**src/pwm_timer_cfg.svh**
```systemverilog
// Purpose: constants for the six channel pwm timer
// Assumes: included by pwm_timer_pkg and the design
// Notes: timing counts are in clk cycles
`ifndef PWM_TIMER_CFG_SVH
`define PWM_TIMER_CFG_SVH
`define PWM_CHANNELS 6
`define PWM_COUNT_WIDTH 16
`define PWM_RATE_WIDTH 3
`define PWM_PRESCALE_WIDTH 7
`define PWM_PERIOD_RESET 16'h0000
`define PWM_DUTY_RESET 16'h0000
`define PWM_SYNC_CYCLES 2
`endif

```
**src/pwm_timer_pkg.sv**
```systemverilog
// Purpose: types for the six channel pwm timer
// Assumes: pwm_timer_cfg.svh constants
// Notes: none
`include "pwm_timer_cfg.svh"
package pwm_timer_pkg;
   typedef logic [`PWM_COUNT_WIDTH-1:0] count_type;
   typedef logic [`PWM_CHANNELS-1:0] chan_bits_type;
   typedef logic [`PWM_RATE_WIDTH-1:0] rate_type;
   typedef enum logic [1:0] {
      st_off = 2'b00,
      st_sync = 2'b01,
      st_run = 2'b11,
      st_stall = 2'b10
   } run_state_type;
endpackage

```
**src/six_channel_pwm_timer.sv**
```systemverilog
// Purpose: 16-bit period timer driving six pwm channels on shared pins
// Assumes: one clock (fosc), synchronous active high reset, firmware bytes as strobes
// Notes: outputs are registered; pins carry gpio level when not routed
`timescale 1ns/1ps
`default_nettype none
`include "pwm_timer_cfg.svh"

// How it works
// 16-bit up counter clears after period minus one and raises wrap request
// six channels, each own duty register, sharing one period counter
// route bit set selects pwm on pin; cleared gives held gpio level
// wrap request with interrupt enabled asserts idle wake output
// wrap flag set at once; firmware writes it; enable gates request
// pins switch to pwm only after internal output sync completes
// timer enable low returns every channel to gpio level
// outputs start each cycle high when counter begins from zero
// counter equal to duty drives channel low, counter keeps counting
// counter reloads to zero after period minus one, outputs high again
// firmware keeps every duty not above period value
// prescale code 000 divides by 128, each step halves, 111 by 1
// invert bit outputs logical inverse of channel waveform
// half rate bit outputs channel at half base frequency
// zero period at enable stops timer and freezes period
// firmware finishes period setup before enabling timer
// half rate toggles pattern on alternate counter cycles
// period and duty written as bytes, compared as 16 bits
module six_channel_pwm_timer
   import pwm_timer_pkg::*;
#(
   parameter int channels = `PWM_CHANNELS
) (
   input wire logic clk,
   input wire logic sys_rst,
   input wire logic clk_en,
   input wire logic pwm_timer_enable,
   input wire pwm_timer_pkg::rate_type prescale_select,
   input wire pwm_timer_pkg::chan_bits_type pin_route_select,
   input wire pwm_timer_pkg::chan_bits_type output_invert,
   input wire pwm_timer_pkg::chan_bits_type half_rate_select,
   input wire pwm_timer_pkg::chan_bits_type gpio_level,
   input wire logic wrap_irq_enable,
   input wire logic [7:0] wr_data,
   input wire logic period_lo_wr,
   input wire logic period_hi_wr,
   input wire pwm_timer_pkg::chan_bits_type duty_lo_wr,
   input wire pwm_timer_pkg::chan_bits_type duty_hi_wr,
   input wire logic flag_wr,
   input wire logic flag_wr_value,
   output logic [`PWM_CHANNELS-1:0] pwm_out_pin,
   output logic [`PWM_COUNT_WIDTH-1:0] period_counter,
   output logic period_wrap_flag,
   output logic wrap_request_flag,
   output logic idle_wake
);
   import pwm_timer_pkg::*;

   typedef struct packed {
      run_state_type state;
      logic [`PWM_PRESCALE_WIDTH-1:0] pre;
      logic [1:0] sync_cnt;
      count_type period_value;
      count_type [`PWM_CHANNELS-1:0] channel_duty;
      count_type cnt;
      chan_bits_type wave;
      chan_bits_type half_phase;
      chan_bits_type pins;
      logic flag;
      logic req;
      logic wake;
   } state_type;

   state_type cur, nxt;

   // prescale terminal count: 128 >> code, minus one
   function automatic logic [`PWM_PRESCALE_WIDTH-1:0] pre_limit(input rate_type code);
      logic [7:0] div;
      div = 8'h80 >> code;
      return div[`PWM_PRESCALE_WIDTH-1:0] - 7'h01;
   endfunction

   function automatic count_type set_byte(input count_type v, input logic hi,
                                          input logic [7:0] b);
      count_type r;
      r = v;
      if (hi) begin
         r[15:8] = b;
      end else begin
         r[7:0] = b;
      end
      return r;
   endfunction

   logic tick;
   logic wrap;
   chan_bits_type shaped;
   logic [`PWM_COUNT_WIDTH:0] pos;

   always_comb begin
      nxt = cur;
      tick = 1'b0;
      wrap = 1'b0;
      shaped = '0;
      pos = '0;
      // byte-wide writes, compare uses full word
      if (cur.state != st_stall) begin
         if (period_lo_wr) nxt.period_value = set_byte(cur.period_value, 1'b0, wr_data);
         if (period_hi_wr) nxt.period_value = set_byte(cur.period_value, 1'b1, wr_data);
      end
      for (int i = 0; i < channels; i++) begin
         if (duty_lo_wr[i]) nxt.channel_duty[i] = set_byte(cur.channel_duty[i], 1'b0, wr_data);
         if (duty_hi_wr[i]) nxt.channel_duty[i] = set_byte(cur.channel_duty[i], 1'b1, wr_data);
      end
      unique case (cur.state)
         st_off: begin
            nxt.cnt = '0;
            nxt.pre = '0;
            nxt.wave = '1;
            nxt.half_phase = '0;
            nxt.sync_cnt = '0;
            if (pwm_timer_enable) begin
               if (cur.period_value == '0) nxt.state = st_stall;
               else nxt.state = st_sync;
            end
         end
         st_sync: begin
            nxt.sync_cnt = cur.sync_cnt + 2'd1;
            if (!pwm_timer_enable) nxt.state = st_off;
            else if (cur.sync_cnt == 2'(`PWM_SYNC_CYCLES - 1)) nxt.state = st_run;
         end
         st_run: begin
            if (!pwm_timer_enable) begin
               nxt.state = st_off;
            end else begin
               tick = (cur.pre >= pre_limit(prescale_select));
               nxt.pre = tick ? '0 : cur.pre + 7'h01;
               if (tick) begin
                  wrap = (cur.cnt >= cur.period_value - 16'h0001);
                  nxt.cnt = wrap ? '0 : cur.cnt + 16'h0001;
                  for (int i = 0; i < channels; i++) begin
                     if (wrap) begin
                        nxt.wave[i] = 1'b1;
                        nxt.half_phase[i] = ~cur.half_phase[i];
                     end else if (cur.cnt + 16'h0001 == cur.channel_duty[i]) begin
                        nxt.wave[i] = 1'b0;
                     end
                  end
               end
            end
         end
         st_stall: begin
            if (!pwm_timer_enable) nxt.state = st_off;
         end
      endcase
      // half rate: two counter cycles form one pwm period at the same duty proportion
      for (int i = 0; i < channels; i++) begin
         pos = cur.half_phase[i] ? {1'b0, cur.cnt} + {1'b0, cur.period_value}
                                 : {1'b0, cur.cnt};
         shaped[i] = half_rate_select[i] ? (pos < {cur.channel_duty[i], 1'b0})
                                          : cur.wave[i];
         shaped[i] = shaped[i] ^ output_invert[i];
         nxt.pins[i] = (pin_route_select[i] && cur.state == st_run) ? shaped[i]
                                                                     : gpio_level[i];
      end
      nxt.flag = wrap ? 1'b1 : (flag_wr ? flag_wr_value : cur.flag);
      nxt.req = nxt.flag & wrap_irq_enable;
      nxt.wake = wrap & wrap_irq_enable;
   end

   always_ff @(posedge clk) begin
      if (sys_rst) begin
         cur <= '0;
         cur.period_value <= `PWM_PERIOD_RESET;
         cur.wave <= '1;
      end else if (clk_en) begin
         cur <= nxt;
      end
   end

   assign pwm_out_pin = cur.pins;
   assign period_counter = cur.cnt;
   assign period_wrap_flag = cur.flag;
   assign wrap_request_flag = cur.req;
   assign idle_wake = cur.wake;

   chk_wrap_clears: assert property (@(posedge clk) disable iff (sys_rst)
      (clk_en && cur.state == st_run && pwm_timer_enable && tick && wrap)
      |=> (cur.cnt == '0 && cur.flag))
      else $error("counter did not clear with flag on wrap");
   chk_flag_set_wins: assert property (@(posedge clk) disable iff (sys_rst)
      (clk_en && wrap) |=> cur.flag)
      else $error("wrap flag lost");
   chk_wake_gate: assert property (@(posedge clk) disable iff (sys_rst)
      (clk_en && wrap && wrap_irq_enable) |=> idle_wake)
      else $error("wake missing");
   chk_req_gated: assert property (@(posedge clk) disable iff (sys_rst)
      (clk_en && !wrap_irq_enable) |=> !wrap_request_flag)
      else $error("request while disabled");
   chk_sync_delay: assert property (@(posedge clk) disable iff (sys_rst)
      $rose(cur.state == st_run)
      |-> ($past(cur.state, 1) == st_sync && $past(cur.state, 2) == st_sync))
      else $error("pwm before sync");
   chk_route_gpio: assert property (@(posedge clk) disable iff (sys_rst)
      (clk_en && !pin_route_select[0]) |=> (pwm_out_pin[0] == $past(gpio_level[0])))
      else $error("unrouted pin not gpio");
   chk_stall_frozen: assert property (@(posedge clk) disable iff (sys_rst)
      (clk_en && cur.state == st_stall) |=> $stable(cur.period_value))
      else $error("period changed while stalled");
   chk_gpio_off: assert property (@(posedge clk) disable iff (sys_rst)
      (clk_en && cur.state != st_run) |=> (pwm_out_pin == $past(gpio_level)))
      else $error("pins not gpio while stopped");
   chk_stall_zero: assert property (@(posedge clk) disable iff (sys_rst)
      (clk_en && cur.state == st_off && pwm_timer_enable && cur.period_value == '0)
      |=> cur.state == st_stall)
      else $error("zero period did not stall");
   chk_high_start: assert property (@(posedge clk) disable iff (sys_rst)
      (clk_en && tick && wrap) |=> (cur.wave == '1))
      else $error("wave not high at cycle start");
   chk_duty_low: assert property (@(posedge clk) disable iff (sys_rst)
      (clk_en && tick && !wrap && cur.cnt + 16'h0001 == cur.channel_duty[0])
      |=> !cur.wave[0])
      else $error("channel did not drop at duty");
endmodule // six_channel_pwm_timer
`default_nettype wire

```
**config.mk**
```make
export PLATFORM = sky130hd
export DESIGN_NAME = six_channel_pwm_timer
export DESIGN_NICKNAME = d
export VERILOG_FILES = /design/src/pwm_timer_pkg.sv /design/src/six_channel_pwm_timer.sv
export VERILOG_INCLUDE_DIRS = /design/src
export SDC_FILE = /design/constraint.sdc
export NUM_CORES = 1
export LEC_CHECK = 0
export BUFFER_PORTS_ARGS = -buffer_cell sky130_fd_sc_hd__buf_2
export CAP_MARGIN = 30
export CORE_AREA = 2 2 232 234
export CTS_BUF_LIST = sky130_fd_sc_hd__clkbuf_4 sky130_fd_sc_hd__clkbuf_8
export DETAILED_ROUTE_END_ITERATION = 8
export DIE_AREA = 0 0 234 236
export HOLD_SLACK_MARGIN = 0.05
export SLEW_MARGIN = 10
export SYNTH_ARGS = -nofsm -noshare
export SYNTH_HDL_FRONTEND = slang
export SYNTH_SLANG_ARGS = --single-unit
```
**constraint.sdc**
```tcl
create_clock -name clk -period 5.2 [get_ports clk]
set_clock_uncertainty 0.2 [all_clocks]
set_input_delay 0.52 -clock clk [delete_from_list [all_inputs] [get_ports clk]]
set_output_delay 0.52 -clock clk [all_outputs]
set_load 0.05 [all_outputs]
```
==> results.ini <==
[cells_and_area]
antennaDiodeCount=0
nFillCells=5664
multi_input_area_sq_mm=0.00894
drive_above_1_share_pct=15.4
fin_util_pct=27.4
areaGrowthSynthToFinish_pct=11.2
stdcell_area_sq_mm=0.0145
layout_common_cells=dfxtp_1 (160), nor2_1 (148), ha_1 (135)
nNetsFinal=1789
final-seq-area_sq_mm=0.00320
layout_commonest_cell=dfxtp_1

[power_and_ir_drop]
ir_drop_mv=0.109
design_power_total_mw=2.99
p_per_area_mw_per_mm2=206
leakagePower_nw=6.34

[global_routing]
antenna_found_initial=1
grt_pass1_vias=10871
grt_pass1_wl_um=64600
grt_start_max_net_pins=78
grt_overflow=0
track_usage_pct=15.3

[floorplan]
fp-row-count=85
design.core.area_sq_mm=0.0531
die_h_um=236
die_area_sq_mm=0.0552
die-width_um=234
boundaryPins=81
initial_core_util_pct=24.6

[cts]
cts_buffer_depth=2
htreeDepth=4
cts_root_buf=clkbuf_8
insertion_delay_ns=0.49
clock-sinks=160
cts_buffers=17
cts_tree=built
clk_pin_slew_ns=0.10
post-cts-setup-buffers=0

[synthesis]
synthTopCellsByArea=dfxtp_1 (25%), ha_1 (13%), xnor2_1 (7.6%)
synth.ff_latch_count=160
synthArstFlopShare_pct=0
ys_seq_area_share_pct=24.5
yosysTopAreaCell=dfxtp_1
yosysWarnings=0
ys.flop_type=dfxtp_1
yosysUniqueCellTypes=75
synthesis.area_sq_mm=0.0131
synth_cells=1578
synth_edf_count=0
synth_area_per_cell_sq_um=8.28
syn_nets=1770
synth_top_cell_area_share_pct=24.5

[critical_path]
path_class=flip-flop to flip-flop
start_kind=flip-flop
cp-end-kind=flip-flop
reg2reg_depth=20
rrSetupSlack_ns=0.32
cp.arrival_ns=5.12
rr_endpoint=pwm_out_pin[3]
worstPathRequired_ns=5.44
cp_max_fo=6
reg2reg_from=cur[133]

[route]
drt_iter0_drc=845
drt_wl_total_um=42300
first_pass_iters=6
drtAntennaViolNets=0
avgRoutedWirePerCell_um=18.3
drc=0
routed-via-count=11220
vias_per_cell=4.87

[sta]
fin_crit_sh_pct=93.8
worst_slew_pin_slew_ns=1.00
setup_viol_count_final=0
hold_violations=0
max_freq_mhz=205
relSlewSlack_pct=32.9
setup_slack_ns=0.322
min_period_ns=4.88
rsz0062_at_grt=false
report.final.slew_viol_count=0
tns_ns=0

[place]
pre_cts_ws_ns=0.483
dpl_cell_area_sq_mm=0.0140
place_hpwl_um=32000
routabilityCongestion=0.932
portBuffers=80

[min_path]
holdCritStartpoint=pin_route_select[1]
hold_depth=3
min_path_type=primary input to flip-flop
holdPathEnd=pwm_out_pin[1]

[run]
maxCapViolCount=0

[run_status]
status=finished clean

-- report_power, final --
part	internal [mW]	switching [mW]
Sequential	1.27	0.0463
Clock	0.535	0.525
Combinational	0.232	0.381
-- registers in the layout, indices dropped and copies added (netlist names) --
name,cells
idle_wake,1
cur,135
wrap_request_flag,1
period_wrap_flag,1
pwm_out_pin,6
period_counter,16
-- cells by family after synthesis --
group | share of synthesized area [%]
muxes | 12.6
xor gates and xnor gates | 11.3
and+or+nand+nor | 18.4
buffers and inverters | 7.24
DFF | 24.5
adders and majority gates | 13.2
AOI/OAI and AO/OA | 12.9
-- stage by stage --
stage / instances / hold WS, ns
after floorplan: 1578 / 0.219
after global placement: 2268 / 0.227
after detailed placement: 2268 / 0.233
after CTS: 2304 / 0.0508
after global routing: 2305 / 0.0833
final: 2305 / 0.0866
-- how the worst max path moves through the flow --
stage,end,startpoint,slack (ns),cells after the start
6_report,pwm_out_pin[3],cur[133],0.32,20
2_1_floorplan,pwm_out_pin[5],period_counter[0],1.17,19
5_1_grt,pwm_out_pin[3],period_counter[1],0.01,20
3_5_place_dp,pwm_out_pin[5],cur[133],0.48,20
3_3_place_gp,pwm_out_pin[5],cur[133],0.51,20
4_1_cts,pwm_out_pin[3],cur[133],0.25,20
-- cell type report --
cell class	count	share of cell area (%)
multi-input cells	1198	61.5
flip-flops and latches	160	22.1
well taps	696	6.00
repair buffers	115	4.72
inverters	105	2.71
clock buffers	19	1.71
clock inverters	12	1.27
-- synth_stat cells, types with 28 or more instances --
master      n
ha_1      135
nor3_1     28
dfxtp_1   160
xor2_1     33
mux2_2     73
xnor2_1   113
o21ai_0    33
clkbuf_1   71
nand3_1    78
a21oi_1   116
inv_1     105
nand2_1    99
nor2_1    148
a21o_1     32
mux2i_1    82
nand4_1    28
-- repair_timing --
item,4_1_cts,5_1_grt
resized for setup,0,2
setup endpoints to repair,0,1
endpoints found under the hold margin,3,0
hold buffers,5,0
-- layer usage --
metal / part of all wire (%) / global-route usage [%] / wire [um]
met5: 0 / 0 / 0
met4: 2.3 / 5.06 / 955
met3: 3.6 / 1.44 / 1530
met2: 48 / 25.5 / 20100
met1: 47 / 20.5 / 19700
-- critical path, cell delays in order (launching register included) --
cell	delay (ns)
dfxtp_1	0.36
ha_1	0.24
fa_1	0.42
a21oi_1	0.23
o21a_1	0.16
o21ai_0	0.20
a41oi_2	0.33
nor2_1	0.11
nor2_1	0.18
xnor2_2	0.15
mux2_2	0.29
ha_1	0.28
nor2b_1	0.13
o21ai_0	0.16
nand2b_1	0.09
a21oi_1	0.14
o21ai_0	0.10
buf_4	0.16
xor2_1	0.14
a41oi_1	0.19
dlygate4sd3_1	0.57
Note: power is estimated with default switching activity, not from simulation.
